--- src/rtl/frr_map.svh ---
// fault restart and dc dip ride constants, selector codes and timing
// assumes a 50 MHz system clock; included by bare name
`ifndef FRR_MAP_SVH
`define FRR_MAP_SVH
`define FRR_AFT_STOP        2'h0
`define FRR_AFT_PRESENT     2'h1
`define FRR_AFT_MINIMUM     2'h2
`define FRR_SUS_OFF         2'h0
`define FRR_SUS_MAX         2'h1
`define FRR_SUS_MOTOR       2'h2
`define FRR_SUS_MIN         2'h3
`define FRR_DIP_OFF         2'h0
`define FRR_DIP_NORETURN    2'h1
`define FRR_DIP_RETURN      2'h2
`define FRR_ATTEMPT_MAX     4'hA
`define FRR_HOLD_MS         3000
`define FRR_CLK_HZ          50000000
`define FRR_HOLD_CYCLES     ((`FRR_HOLD_MS * (`FRR_CLK_HZ / 1000)))
`define FRR_MO_LOW_VOLT     5'h0A
`endif

--- src/rtl/frr_pkg.sv ---
// types shared by the fault restart and dip-ride logic
// no assumptions beyond a single clock domain
package frr_pkg;
  typedef enum logic [2:0] {
    FRR_DIP_IDLE  = 3'b000,
    FRR_DIP_DECEL = 3'b001,
    FRR_DIP_HOLD  = 3'b011,
    FRR_DIP_ACCEL = 3'b010,
    FRR_DIP_STOP  = 3'b110,
    FRR_DIP_DEAD  = 3'b111
  } frr_dip_e;
  typedef enum logic [1:0] {
    FRR_SRC_NONE    = 2'b00,
    FRR_SRC_MAX     = 2'b01,
    FRR_SRC_PRESENT = 2'b11,
    FRR_SRC_MIN     = 2'b10
  } frr_src_e;
endpackage

--- src/rtl/frr_top.sv ---
// fault restart supervisor and dc bus dip-ride controller
// bus comparators, fault flags and commands are synchronous to clk;
// frequency ramping itself is done outside, steered by the ramp outputs
`include "frr_map.svh"
`timescale 1ns/1ps
`default_nettype none
module frr_top #(
  parameter int unsigned HOLD_CYCLES = `FRR_HOLD_CYCLES
) (
  input  wire logic       clk,
  input  wire logic       rst,
  input  wire logic [1:0] after_fault_treatment,
  input  wire logic [3:0] restart_attempt_count,
  input  wire logic [1:0] startup_search_select,
  input  wire logic [1:0] dip_ride_select,
  input  wire logic [4:0] mo_function_code,
  input  wire logic       output_block_input,
  input  wire logic       output_block_event,
  input  wire logic       overcurrent_fault,
  input  wire logic       overvoltage_fault,
  input  wire logic       short_circuit_fault,
  input  wire logic       relay_fault,
  input  wire logic       external_fault_input,
  input  wire logic       manual_reset,
  input  wire logic       run_cmd,
  input  wire logic       stop_cmd,
  input  wire logic       bus_below_dip_level,
  input  wire logic       bus_above_dip_return,
  input  wire logic       bus_below_low_level,
  input  wire logic       bus_above_low_return,
  input  wire logic       bus_stable,
  input  wire logic       current_above_search_limit,
  input  wire logic       freq_at_zero,
  output logic            fault_latched,
  output logic [4:0]      recorded_faults,
  output logic            auto_reset_pulse,
  output logic            search_active,
  output logic [1:0]      search_source,
  output logic            output_enable,
  output logic            soft_start_relay,
  output logic            ramp_down,
  output logic            ramp_hold,
  output logic            ramp_up,
  output logic            dip_warning,
  output logic            low_volt_warning,
  output logic            multi_function_output,
  output logic [3:0]      attempts_used
);
  frr_pkg::frr_dip_e dip_reg;
  frr_pkg::frr_dip_e dip_next;
  logic              hold_start;
  logic              hold_busy;
  logic              hold_done;
  logic              dip_active;
  logic              restartable;
  logic              hard_fault;
  logic              qual_fault;
  logic              block_evt;
  logic              limit_ok;
  logic              restart_ok_reg;
  logic              search_req_reg;
  logic [1:0]        search_src_reg;

  function automatic logic [1:0] aft_src(input logic [1:0] sel);
    unique case (sel)
      `FRR_AFT_PRESENT: aft_src = frr_pkg::FRR_SRC_PRESENT;
      `FRR_AFT_MINIMUM: aft_src = frr_pkg::FRR_SRC_MIN;
      default:          aft_src = frr_pkg::FRR_SRC_NONE;
    endcase
  endfunction

  function automatic logic [1:0] sus_src(input logic [1:0] sel);
    unique case (sel)
      `FRR_SUS_MAX:   sus_src = frr_pkg::FRR_SRC_MAX;
      `FRR_SUS_MOTOR: sus_src = frr_pkg::FRR_SRC_PRESENT;
      `FRR_SUS_MIN:   sus_src = frr_pkg::FRR_SRC_MIN;
      default:        sus_src = frr_pkg::FRR_SRC_NONE;
    endcase
  endfunction

  assign dip_active = (dip_reg != frr_pkg::FRR_DIP_IDLE);
  // block input ignored while dip-ride runs
  assign block_evt  = (output_block_event | output_block_input)
                    & ~dip_active;
  assign hard_fault = overcurrent_fault | overvoltage_fault
                    | short_circuit_fault;
  assign qual_fault = block_evt | hard_fault;
  // settings above 10 are clamped so an illegal value never loops forever
  assign limit_ok   = (restart_attempt_count > `FRR_ATTEMPT_MAX) ?
                      (attempts_used < `FRR_ATTEMPT_MAX) :
                      (attempts_used < restart_attempt_count);
  assign restartable = (restart_attempt_count != 4'h0) & limit_ok
                     & (after_fault_treatment != `FRR_AFT_STOP);

  // fault latch and automatic restart
  always_ff @(posedge clk or posedge rst) begin
    if (rst) begin
      fault_latched    <= 1'b0;
      auto_reset_pulse <= 1'b0;
      attempts_used    <= 4'h0;
      restart_ok_reg   <= 1'b0;
    end else begin
      auto_reset_pulse <= 1'b0;
      if (manual_reset & ~(dip_reg == frr_pkg::FRR_DIP_DECEL)) begin
        fault_latched  <= 1'b0;
        restart_ok_reg <= 1'b0;
        attempts_used  <= 4'h0;
      end else if (relay_fault | external_fault_input) begin
        fault_latched  <= 1'b1;
        restart_ok_reg <= 1'b0;
      end else if (qual_fault & ~fault_latched) begin
        fault_latched  <= 1'b1;
        // eligibility is sampled when the fault lands, and current settings must still allow the restart
        restart_ok_reg <= restartable;
      end else if (fault_latched & restart_ok_reg & restartable
                   & ~qual_fault) begin
        fault_latched    <= 1'b0;
        restart_ok_reg   <= 1'b0;
        auto_reset_pulse <= 1'b1;
        attempts_used    <= attempts_used + 4'h1;
      end
    end
  end

  // fault record stays live during dip-ride
  always_ff @(posedge clk or posedge rst) begin
    if (rst) begin
      recorded_faults <= 5'h00;
    end else if (manual_reset & (dip_reg != frr_pkg::FRR_DIP_DECEL)) begin
      // a fault in the clearing cycle is still kept
      recorded_faults <= {external_fault_input, relay_fault,
        short_circuit_fault, overvoltage_fault, overcurrent_fault};
    end else begin
      recorded_faults <= recorded_faults | {external_fault_input,
        relay_fault, short_circuit_fault, overvoltage_fault,
        overcurrent_fault};
    end
  end

  // speed search request: after auto reset, or at start-up
  always_ff @(posedge clk or posedge rst) begin
    if (rst) begin
      search_req_reg <= 1'b0;
      search_src_reg <= frr_pkg::FRR_SRC_NONE;
    end else if (auto_reset_pulse) begin
      search_req_reg <= (aft_src(after_fault_treatment)
                        != frr_pkg::FRR_SRC_NONE);
      search_src_reg <= aft_src(after_fault_treatment);
    end else if (run_cmd & ~output_enable & ~fault_latched) begin
      search_req_reg <= (startup_search_select != `FRR_SUS_OFF);
      search_src_reg <= sus_src(startup_search_select);
    end else if (search_active | fault_latched) begin
      search_req_reg <= 1'b0;
    end
  end

  always_ff @(posedge clk or posedge rst) begin
    if (rst) begin
      search_active <= 1'b0;
      search_source <= frr_pkg::FRR_SRC_NONE;
    end else begin
      search_active <= search_req_reg & current_above_search_limit;
      search_source <= search_src_reg;
    end
  end

  // run state; stop ignored during dip-ride deceleration
  always_ff @(posedge clk or posedge rst) begin
    if (rst) begin
      output_enable <= 1'b0;
    end else if (fault_latched | qual_fault | relay_fault
                 | external_fault_input) begin
      output_enable <= 1'b0;
    end else if (stop_cmd & (dip_reg != frr_pkg::FRR_DIP_DECEL)) begin
      output_enable <= 1'b0;
    end else if (dip_reg == frr_pkg::FRR_DIP_STOP
                 || dip_reg == frr_pkg::FRR_DIP_DEAD) begin
      output_enable <= ~freq_at_zero & output_enable;
    end else if (run_cmd | auto_reset_pulse) begin
      output_enable <= 1'b1;
    end
  end

  // dip-ride state machine
  always_comb begin
    dip_next   = dip_reg;
    hold_start = 1'b0;
    unique case (dip_reg)
      frr_pkg::FRR_DIP_IDLE: begin
        if (bus_below_dip_level & output_enable
            & (dip_ride_select != `FRR_DIP_OFF)) begin
          dip_next = frr_pkg::FRR_DIP_DECEL;
        end
      end
      frr_pkg::FRR_DIP_DECEL: begin
        if (bus_below_low_level) begin
          dip_next = frr_pkg::FRR_DIP_DEAD;
        end else if (bus_above_dip_return & bus_stable) begin
          if (dip_ride_select == `FRR_DIP_RETURN) begin
            dip_next   = frr_pkg::FRR_DIP_HOLD;
            hold_start = 1'b1;
          end else begin
            dip_next = frr_pkg::FRR_DIP_STOP;
          end
        end
      end
      frr_pkg::FRR_DIP_HOLD: begin
        if (bus_below_dip_level) begin
          dip_next = frr_pkg::FRR_DIP_DECEL;
        end else if (hold_done) begin
          dip_next = frr_pkg::FRR_DIP_ACCEL;
        end
      end
      frr_pkg::FRR_DIP_ACCEL: begin
        dip_next = frr_pkg::FRR_DIP_IDLE;
      end
      frr_pkg::FRR_DIP_STOP: begin
        if (manual_reset) begin
          dip_next = frr_pkg::FRR_DIP_IDLE;
        end
      end
      frr_pkg::FRR_DIP_DEAD: begin
        if (dip_ride_select == `FRR_DIP_RETURN & soft_start_relay
            & bus_above_dip_return & bus_stable) begin
          dip_next   = frr_pkg::FRR_DIP_HOLD;
          hold_start = 1'b1;
        end else if (manual_reset & ~bus_below_low_level) begin
          dip_next = frr_pkg::FRR_DIP_IDLE;
        end
      end
      default: dip_next = frr_pkg::FRR_DIP_IDLE;
    endcase
    if (dip_ride_select == `FRR_DIP_OFF) begin
      dip_next = frr_pkg::FRR_DIP_IDLE;
    end
  end

  always_ff @(posedge clk or posedge rst) begin
    if (rst) begin
      dip_reg <= frr_pkg::FRR_DIP_IDLE;
    end else begin
      dip_reg <= dip_next;
    end
  end

  frr_hold_timer #(
    .CYCLES (HOLD_CYCLES)
  ) u_hold (
    .clk   (clk),
    .rst   (rst),
    .start (hold_start),
    .abort (dip_reg != frr_pkg::FRR_DIP_HOLD && !hold_start),
    .busy  (hold_busy),
    .done  (hold_done)
  );

  // relay: open below low level once dead, reclose above low return
  always_ff @(posedge clk or posedge rst) begin
    if (rst) begin
      soft_start_relay <= 1'b1;
    end else if (dip_next == frr_pkg::FRR_DIP_DEAD) begin
      if (bus_below_low_level) begin
        soft_start_relay <= 1'b0;
      end else if (bus_above_low_return) begin
        soft_start_relay <= 1'b1;
      end
    end else begin
      soft_start_relay <= 1'b1;
    end
  end

  always_ff @(posedge clk or posedge rst) begin
    if (rst) begin
      ramp_down   <= 1'b0;
      ramp_hold   <= 1'b0;
      ramp_up     <= 1'b0;
      dip_warning <= 1'b0;
    end else begin
      ramp_down <= (dip_next == frr_pkg::FRR_DIP_DECEL)
                 | (dip_next == frr_pkg::FRR_DIP_STOP)
                 | (dip_next == frr_pkg::FRR_DIP_DEAD);
      ramp_hold <= (dip_next == frr_pkg::FRR_DIP_HOLD);
      ramp_up   <= (dip_next == frr_pkg::FRR_DIP_ACCEL);
      // warning clears by itself only on the return path
      dip_warning <= (dip_next != frr_pkg::FRR_DIP_IDLE)
                   & (dip_next != frr_pkg::FRR_DIP_ACCEL);
    end
  end

  always_ff @(posedge clk or posedge rst) begin
    if (rst) begin
      low_volt_warning      <= 1'b0;
      multi_function_output <= 1'b0;
    end else begin
      low_volt_warning <= bus_below_low_level
                        & (dip_next == frr_pkg::FRR_DIP_IDLE);
      multi_function_output <= bus_below_low_level
        & (mo_function_code == `FRR_MO_LOW_VOLT);
    end
  end
endmodule
`default_nettype wire

--- src/rtl/frr_hold_timer.sv ---
// dwell counter for the post-recovery frequency hold
// start is a one-cycle pulse; done pulses once the count has elapsed
`timescale 1ns/1ps
`default_nettype none
module frr_hold_timer #(
  parameter int unsigned CYCLES = 150000000
) (
  input  wire logic clk,
  input  wire logic rst,
  input  wire logic start,
  input  wire logic abort,
  output logic      busy,
  output logic      done
);
  logic [31:0] cnt_reg;

  // combinational so the caller leaves its hold after exactly CYCLES clocks
  assign done = busy & (cnt_reg == CYCLES[31:0] - 32'h1);

  always_ff @(posedge clk or posedge rst) begin
    if (rst) begin
      cnt_reg <= 32'h0;
      busy    <= 1'b0;
    end else begin
      if (abort) begin
        busy    <= 1'b0;
        cnt_reg <= 32'h0;
      end else if (start) begin
        busy    <= 1'b1;
        cnt_reg <= 32'h0;
      end else if (busy) begin
        if (done) begin
          busy <= 1'b0;
        end else begin
          cnt_reg <= cnt_reg + 32'h1;
        end
      end
    end
  end
endmodule
`default_nettype wire

--- config.mk ---
export PLATFORM = sky130hd
export DESIGN_NAME = frr_top
export DESIGN_NICKNAME = d
export VERILOG_FILES = /design/src/rtl/frr_pkg.sv /design/src/rtl/frr_top.sv /design/src/rtl/frr_hold_timer.sv
export VERILOG_INCLUDE_DIRS = /design/src /design/src/rtl
export SDC_FILE = /design/constraint.sdc
export NUM_CORES = 1
export LEC_CHECK = 0
export ABC_CLOCK_PERIOD_IN_PS = 6000
export BUFFER_PORTS_ARGS = -buffer_cell sky130_fd_sc_hd__buf_4
export CORE_UTILIZATION = 45
export DETAILED_ROUTE_END_ITERATION = 6
export PLACE_DENSITY_LB_ADDON = 0.25
export SLEW_MARGIN = 20
export SYNTH_ARGS = -nofsm -noshare
export SYNTH_HDL_FRONTEND = slang
export SYNTH_SLANG_ARGS = --single-unit
--- constraint.sdc ---
create_clock -name clk -period 6 [get_ports clk]
set_input_delay 0.3 -clock clk [delete_from_list [all_inputs] [get_ports clk]]
set_output_delay 0.3 -clock clk [all_outputs]
set_load 0.05 [all_outputs]
==> results.yml, run 1 <==
timing:
  setup_viol: 0
  fmax_mhz: 408
  grt_setup_unrepaired: "no"
  min_period_ns: 2.45
  fin_tns_setup_ns: 0
  worst_pin_slew_ns: 1.07
  slew_headroom_pct: 28.5
  report.final.slew_viol_count: 0
  period_share_pct: 40.8
  hold_viol: 0
  fin_skew_ns: 0.0113
setup_path:
  crit_arrival_ns: 2.73
  cp-end-kind: "flip-flop"
  max_stage_delay_ns: 0.80
  crit_chain: "nor2b_1 > nand2_1 > o211ai_1 > a211oi_1 > a32o_1"
  r2r-end: "low_volt_warning"
  cpMaxStageDelayCell: "nand2_1"
  cp.required_ns: 6.28
  startpoint_type: "flip-flop"
  cp_max_fo: 32
  ff2ff_setup_slack_ns: 3.55
  rr_worst_depth: 5
  crit_type: "flip-flop to flip-flop"
  r2r-start: "dip_reg[1]"
floorplan:
  core_region_area_sq_mm: 0.00733
  die_w_um: 89.6
  die-area_sq_mm: 0.00803
  die_h_um: 89.6
  start_util_pct: 47.1
  ios: 56
  fp-row-count: 31
min_path:
  min_to: "multi_function_output"
  min-delay-start: "mo_function_code[0]"
  min_path_cells: 2
  hold_path_class: "input pin to flip-flop"
routing:
  drt_iter0_markers: 189
  first_pass_iters: 4
  drc: 0
  final_antenna_net_count: 0
  vias: 2981
  via_per_inst: 5.72
  wirelength_um: 7930
  wl_per_cell_um: 15.2
clock_network:
  cts_root_buf: "clkbuf_8"
  clock_path_buffers: 2
  clock-sinks: 62
  numCtsBuffers: 9
  cts.reportedPaths.clkPinSlew_ns: 0.06
  hold_buffers: 0
  htree_levels: 3
  clkLatencyLatePin_ns: 0.34
  cts_tree: "built"
  postCtsSetupBuffers: 0
  ctsResizeCount: 0
yosys:
  synth-seq-cells: 62
  synth-simple-area-share_pct: 27.7
  synth_top_area_share_pct: 44.2
  synth_flop_cell: "dfrtp_1"
  netlist_instances: 363
  ys.warnings.count: 0
  seq_area_frac_synth_pct: 45.0
  synthTopCellsByCount: "61 x dfrtp_1, 32 x nor2_1, 29 x nand2_1"
  synth_nets: 405
  synth.avg_cell_area_sq_um: 9.51
  synth-compound-area-share_pct: 15.5
  syn-cell-area_sq_mm: 0.00345
  async_flop_share_pct: 100
  synth_top_family_by_area: "simple AND/OR/NAND/NOR gates"
  muxShareOfSynthArea_pct: 1.45
  synth_fa_ha_area_share_pct: 2.90
  synthDistinctLibCells: 58
  synthTopCellsByArea: "dfrtp_1 44%, nor2_1 3.5%, nand2_1 3.2%, ha_1 2.9%, a21oi_1 2.8%"
  yosys.area.top_type: "dfrtp_1"
  synthXorXnorAreaFrac_pct: 3.55
  synth_edf_count: 0
  yosys.cell_count.top_type: "dfrtp_1"
global_routing:
  grt_pass1_vias: 2707
  antenna_found_initial: 0
  grt_pass1_wl_um: 13000
  grt_max_degree: 63
  gr-total-overflow: 0
  grt_usage_pct: 21.8
place:
  place_congestion: 0.879
  place_hpwl_um: 5720
  port-buffer-count: 55
  dp.cells: 505
final_layout:
  largest_reg_flops: 32
  instances_no_fill: 521
  antenna_cells: 0
  layout-drive-gt1-share_pct: 20.9
  fin_nets: 459
  syn_to_final_growth_pct: 18.8
  fin_util_pct: 56.0
power:
  power_switching_uw: 212
  p_sw_share_pct: 24.8
  p_int_uw: 643
  leakage_uw: 0.00176
  pwr-share-seq_pct: 50.4
  ir_worst_vdd_mv: 0.135
  comb_power_share_pct: 9.7
  clockPowerShare_pct: 39.9
  power_density_mw_per_mm2: 208
outcome:
  status: "finished clean"
flow_run:
  maxCapViolCount: 0
## final cells by class
cell class              count  area [sq um]
clock inverters             1          5.00
clock buffers              15           176
multi-input cells         273          1760
fillers                   664          3230
repair buffers             57           428
flip-flops and latches     62          1550
inverters                  14          52.6
well taps                  99           124
## layout by cell type, fill, tap and decap left out, types with 2 or more instances in the layout
cell type  instances
a211oi_1           3
a21o_1             9
a21oi_1           19
a31oi_1            4
a41o_1             2
and2_1             4
and2_2             2
and3_1             3
and3_2             3
and4_1             4
buf_4             57
clkbuf_1           3
clkbuf_8          12
dfrtp_1           61
ha_1               8
inv_1             13
mux2i_1            5
nand2_1           29
nand2b_1           5
nand3_1           12
nand4_1           10
nor2_1            32
nor2b_1            3
nor3_1             9
nor3b_1            2
nor4_1             6
nor4b_1            7
o211ai_1           5
o21a_1             6
o21ai_0           13
o31ai_1            8
or2_2              4
or3_1              8
or3_2              2
or3b_2             2
or4_1             10
or4bb_1            2
xnor2_1           10
xor2_1             4
## worst max-delay path by stage
| stage | slack (ns) | start | cells after the start | to |
|---|---|---|---|---|
| after floorplan | 3.86 | attempts_used[2] | 7 | attempts_used[3] |
| after global placement | 3.64 | dip_reg[1] | 5 | low_volt_warning |
| after detailed placement | 3.54 | dip_reg[1] | 5 | low_volt_warning |
| after CTS | 3.51 | dip_reg[1] | 5 | low_volt_warning |
| after global routing | 3.32 | dip_reg[1] | 5 | low_volt_warning |
| final | 3.55 | dip_reg[1] | 5 | low_volt_warning |
## power groups by stage
stage	registers, uW	clock network [uW]	logic, uW
final	431	341	82.9
after global routing	432	367	92.1
after CTS	431	351	84.2
after detailed placement	439	0	83.9
after global placement	438	0	82.7
after floorplan	458	0	26.8
## stage by stage
stage | setup WS (ns) | power [uW] | cell area [sq um] | hold WS [ns]
5_1_grt | 3.32 | 891 | 4100 | 0.0968
2_1_floorplan | 3.86 | 485 | 3450 | 0.354
3_5_place_dp | 3.54 | 523 | 3920 | 0.365
3_3_place_gp | 3.64 | 521 | 3920 | 0.360
6_report | 3.55 | 855 | 4100 | 0.116
4_1_cts | 3.51 | 866 | 4100 | 0.0960
## metal layers
layer / share of wire [%] / up-vias / track usage [%]
met3: 3.2 / 13 / 3.47
met2: 46 / 68 / 32.8
met1: 48 / 1445 / 30.6
met5: 0 / - / 0
met4: 2.2 / 0 / 11.0
li1: - / 1455 / -
## logic make-up after synthesis
kind of cell / count (synthesis)
multiplexers: 5
AND/OR/NAND/NOR: 166
flip-flops: 62
XOR/XNOR: 14
AO/OA/AOI/OAI: 80
buffers and inverters: 28
adder cells (fa/ha/maj): 8
## critical path: cells and delay by family, from the launching register on
kind | cells | cell delay (ns)
compound gates | 3 | 0.95
flops | 1 | 0.46
simple gates | 2 | 0.99
(Power assumes the default switching activity.)
==> run 2, diff against run 1 <==
--- a/config.mk
+++ b/config.mk
@@ -6,7 +6,7 @@
 export SDC_FILE = /design/constraint.sdc
 export NUM_CORES = 1
 export LEC_CHECK = 0
-export ABC_CLOCK_PERIOD_IN_PS = 6000
+export ABC_CLOCK_PERIOD_IN_PS = 2500
 export BUFFER_PORTS_ARGS = -buffer_cell sky130_fd_sc_hd__buf_4
 export CORE_UTILIZATION = 45
 export DETAILED_ROUTE_END_ITERATION = 6
==> constraint.sdc (replaced) <==
create_clock -name clk -period 2.5 [get_ports clk]
set_input_delay 0.125 -clock clk [delete_from_list [all_inputs] [get_ports clk]]
set_output_delay 0.125 -clock clk [all_outputs]
set_load 0.05 [all_outputs]
==> run 2 against run 1 <==
Sequential power is 140% higher. Cell count is 3.1% higher. Highest routed layer unchanged. Clock skew is 0.0035 ns lower. Critical endpoint is now u_hold.cnt_reg[29].
==> results.yml, run 2 (synthesis gave the netlist of run 1 again) <==
clock_network:
  ctsResizeCount: 0
  cts_root_buf: "clkbuf_8"
  clkLatencyLatePin_ns: 0.35
  numCtsBuffers: 9
  clock-sinks: 62
  cts_tree: "built"
  htree_levels: 3
  clock_path_buffers: 2
  cts.reportedPaths.clkPinSlew_ns: 0.06
power:
  clockPowerShare_pct: 40.9
  comb_power_share_pct: 10.1
  p_sw_share_pct: 24.2
  power_switching_uw: 510
  power_density_mw_per_mm2: 495
  pwr-share-seq_pct: 49.0
  leakage_uw: 0.00184
  ir_worst_vdd_mv: 0.291
  p_int_uw: 1600
floorplan:
  core_region_area_sq_mm: 0.00733
  ios: 56
  start_util_pct: 47.1
  fp-row-count: 31
  die_w_um: 89.6
  die-area_sq_mm: 0.00803
  die_h_um: 89.6
final_layout:
  final_common_cell: "buf_4"
  fin_nets: 475
  antenna_cells: 0
  syn_to_final_growth_pct: 23.5
  fill_cells: 637
  seq_area_sq_mm: 0.00155
  layout-drive-gt1-share_pct: 21.5
  largest_reg_flops: 32
  multi_input_area_sq_mm: 0.00176
  design_area_sq_mm: 0.00426
  layout_common_cells: "63 x buf_4, 61 x dfrtp_1, 32 x nor2_1"
routing:
  wirelength_um: 7940
  final_antenna_net_count: 0
  vias: 3018
  highest_layer: "met4"
  wl_met3_um: 224
  first_pass_iters: 4
  drt_iter0_markers: 129
  via_per_inst: 5.62
  drc: 0
  dr_wl_met2_um: 3640
  wl_per_cell_um: 14.8
  wirelength_met1_um: 3870
timing:
  fin_skew_ns: 0.00780
  min_period_ns: 2.32
  report.final.slew_viol_count: 0
  whs_ns: 0.00533
  period_share_pct: 92.8
  setup_viol: 0
  hold_viol: 0
  slew_headroom_pct: 49.1
  fin_tns_setup_ns: 0
  worst_pin_slew_ns: 0.763
  grt_setup_unrepaired: "no"
  fmax_mhz: 431
setup_path:
  cp-startpoint: "u_hold.cnt_reg[7]"
  r2r-end: "u_hold.cnt_reg[29]"
  rr_worst_depth: 5
  cp_max_fo: 10
  cp.required_ns: 2.76
  crit_type: "flip-flop to flip-flop"
  cp-end-kind: "flip-flop"
  cp-endpoint: "u_hold.cnt_reg[29]"
  crit_arrival_ns: 2.58
  r2r-start: "u_hold.cnt_reg[7]"
  ff2ff_setup_slack_ns: 0.18
  startpoint_type: "flip-flop"
place:
  place_hpwl_um: 5640
  place_congestion: 0.884
  place_area_sq_mm: 0.00399
  port-buffer-count: 55
global_routing:
  gr-total-overflow: 0
  grt_max_degree: 35
  grt_usage_pct: 21.0
  antenna_found_initial: 0
  grt_pass1_wl_um: 12700
  grt_pass1_vias: 2663
flow_run:
  maxCapViolCount: 0
outcome:
  status: "finished clean"
min_path:
  hold_path_class: "input pin to flip-flop"
run 2: worst max-delay path: stages (launching register included):
cell and delay, ns:
dfrtp_1 0.40, and4_1 0.37, nand3_4 0.16, or4_1 0.62, or4_1 0.50, a21oi_1 0.18
run 2: power by group through the flow:
stage	Sequential (uW)	Clock [uW]	Combinational (uW)
floorplan	1100	0	64.4
global placement	1050	0	200
detailed placement	1050	0	203
CTS	1030	883	215
global route	1040	925	235
finish	1030	864	213
run 2: timing repair:
item | in CTS | in global routing
endpoints found under the setup margin | 0 | 0
buffers inserted | 0 | 0
endpoints found under the hold margin | 35 | 0
hold buffers | 9 | 0
run 2: worst min path at each step:
| stage | end | slack (ns) | startpoint | depth (start not counted) |
|---|---|---|---|---|
| after global placement | u_hold.cnt_reg[21] | 0.26 | rst | 2 |
| after floorplan | multi_function_output | 0.20 | mo_function_code[0] | 1 |
| final | search_active | 0.005 | current_above_search_limit | 2 |
| after CTS | search_active | 0.002 | current_above_search_limit | 2 |
| after global routing | search_active | 0.002 | current_above_search_limit | 2 |
| after detailed placement | u_hold.cnt_reg[21] | 0.26 | rst | 2 |
run 2: stage by stage:
| stage | worst slack (ns) | util (%) | power [uW] | std cells |
|---|---|---|---|---|
| global placement | 0.315 | 54.4 | 1250 | 512 |
| CTS | 0.200 | 58.2 | 2130 | 537 |
| global route | 0.0806 | 58.2 | 2200 | 537 |
| detailed placement | 0.240 | 54.4 | 1260 | 512 |
| finish | 0.180 | 58.2 | 2110 | 537 |
| floorplan | 0.362 | - | 1160 | 363 |
run 2: layout make-up:
type	count	share of cell area [%]
Multi-Input combinational cell	273	41.4
Inverter	14	1.23
Clock inverter	2	0.822
Sequential cell	62	36.4
Tap cell	99	2.90
Timing Repair Buffer	73	13.7
Clock buffer	14	3.58
run 2: per-layer routing:
metal  global-route usage [%]  vias to the layer above
met5                        0                        -
met4                     8.08                        0
met3                     5.39                       16
met2                     31.4                       52
met1                     29.5                     1462
li1                         -                     1488
==> run 3, diff against run 2 <==
--- a/config.mk
+++ b/config.mk
@@ -8,6 +8,7 @@
 export LEC_CHECK = 0
 export ABC_CLOCK_PERIOD_IN_PS = 2500
 export BUFFER_PORTS_ARGS = -buffer_cell sky130_fd_sc_hd__buf_4
+export CORE_ASPECT_RATIO = 0.7
 export CORE_UTILIZATION = 45
 export DETAILED_ROUTE_END_ITERATION = 6
 export PLACE_DENSITY_LB_ADDON = 0.25
==> run 3 against run 2 <==
Worst setup slack got worse by 0.0020 ns. First-iteration DRC count increased by 84%. Sequential power barely moved. Total power rose by 0.11%. Critical path type unchanged. Core utilization barely moved. Clock power is 0.7% lower.
==> results.yml, run 3 (synthesis gave the netlist of run 1 again) <==
floorplan:
  die-area_sq_mm: 0.00803
  die_h_um: 75.3
  ios: 56
  die_w_um: 107
  fp-row-count: 26
  start_util_pct: 47.0
  core_region_area_sq_mm: 0.00735
power:
  ir_worst_vdd_mv: 0.318
  power_density_mw_per_mm2: 494
  leakage_uw: 0.00184
global_routing:
  grt_usage_pct: 23.2
  gr-total-overflow: 0
  antenna_found_initial: 0
  grt_pass1_vias: 2776
  grt_max_degree: 27
  grt_pass1_wl_um: 14100
flow_run:
  maxCapViolCount: 0
routing:
  vias: 3131
  via_per_inst: 5.81
  wirelength_um: 8910
  first_pass_iters: 5
  drt_iter0_markers: 238
  wl_per_cell_um: 16.5
  final_antenna_net_count: 0
  drc: 0
timing:
  setup_viol: 0
  report.final.slew_viol_count: 0
  hold_viol: 0
  slew_headroom_pct: 57.9
  fin_skew_ns: 0.00521
  min_period_ns: 2.32
  fin_tns_setup_ns: 0
  whs_ns: 0.0599
  period_share_pct: 92.9
  grt_setup_unrepaired: "no"
  fmax_mhz: 431
  worst_pin_slew_ns: 0.632
setup_path:
  rr_worst_depth: 5
  startpoint_type: "flip-flop"
  ff2ff_setup_slack_ns: 0.18
  r2r-start: "u_hold.cnt_reg[5]"
  crit_type: "flip-flop to flip-flop"
  cp_max_fo: 10
  crit_arrival_ns: 2.58
  r2r-end: "u_hold.cnt_reg[29]"
  cp.required_ns: 2.76
  cp-end-kind: "flip-flop"
place:
  place_hpwl_um: 6390
  dp.cells: 513
  place_congestion: 0.936
  place_area_sq_mm: 0.00399
  port-buffer-count: 55
min_path:
  min_path_cells: 3
  min-delay-start: "bus_above_low_return"
  hold_path_class: "input pin to flip-flop"
  min_to: "soft_start_relay"
clock_network:
  cts_root_buf: "clkbuf_8"
  clock_path_buffers: 2
  clkLatencyLatePin_ns: 0.34
  postCtsSetupBuffers: 0
  htree_levels: 3
  hold_buffers: 10
  numCtsBuffers: 9
  cts.reportedPaths.clkPinSlew_ns: 0.07
  ctsResizeCount: 0
  clock-sinks: 62
  cts_tree: "built"
final_layout:
  layout_common_cells: "66 x buf_4, 61 x dfrtp_1, 32 x nor2_1"
  largest_reg_flops: 32
  layout-drive-gt1-share_pct: 22.4
  fin_util_pct: 58.2
  final_common_cell: "buf_4"
  instances_no_fill: 539
  syn_to_final_growth_pct: 23.9
  antenna_cells: 0
  fill_cells: 676
  design_area_sq_mm: 0.00428
  fin_nets: 478
outcome:
  status: "finished clean"
==> run 3: changes by cell type in the layout (fill, tap and decap cells not counted) <==
cell	delta
clkbuf_8	-1
buf_12	-1
dlygate4sd3_1	+1
clkbuf_1	-3
clkinvlp_4	+3
clkinv_2	+1
buf_4	+3
==> run 3: metrics by stage <==
step                      worst slack, ns  power (uW)
after floorplan                     0.362        1160
final                               0.178        2110
after CTS                           0.206        2130
after global placement              0.308        1260
after global routing               0.0245        2200
after detailed placement            0.197        1260
==> run 3: power by group <==
part / internal (uW) / leakage [uW] / switching, uW
Sequential: 1020 / 0.000834 / 12.0
Clock: 457 / 0.0000883 / 401
Combinational: 90.8 / 0.000918 / 130
Total: 1570 / 0.00184 / 543
==> run 3: area by class of cell <==
cell class | count | area [sq um] | area share (%)
Tap cell | 98 | 123 | 2.87
Timing Repair Buffer | 76 | 596 | 13.9
Sequential cell | 62 | 1550 | 36.3
Clock inverter | 6 | 62.6 | 1.46
Inverter | 14 | 52.6 | 1.23
Clock buffer | 10 | 128 | 2.98
Multi-Input combinational cell | 273 | 1760 | 41.2
==> run 3: how the worst max path moves through the flow <==
stage                                 start                  to  depth (start not counted)  slack [ns]
final                     u_hold.cnt_reg[5]  u_hold.cnt_reg[29]                          5        0.18
after global routing      u_hold.cnt_reg[5]  u_hold.cnt_reg[29]                          5        0.02
after global placement    u_hold.cnt_reg[7]  u_hold.cnt_reg[29]                          5        0.31
after detailed placement  u_hold.cnt_reg[6]  u_hold.cnt_reg[29]                          5        0.20
after floorplan            attempts_used[2]    attempts_used[3]                          7        0.36
after CTS                 u_hold.cnt_reg[6]  u_hold.cnt_reg[29]                          5        0.21
==> run 3: worst max-delay path: stages (launching register included) <==
cell     delay [ns]
dfrtp_1        0.41
and4_1         0.38
nand3_4        0.17
or4_1          0.62
or4_1          0.51
a21oi_1        0.16
==> run 3: per-layer routing <==
layer  global-route usage [%]  wire length [um]  part of all wire [%]
met1                     34.5              4160                    47
met2                     32.1              3850                    43
met3                     7.10               777                   8.7
met4                     7.76               131                   1.5
met5                        0                 0                     0
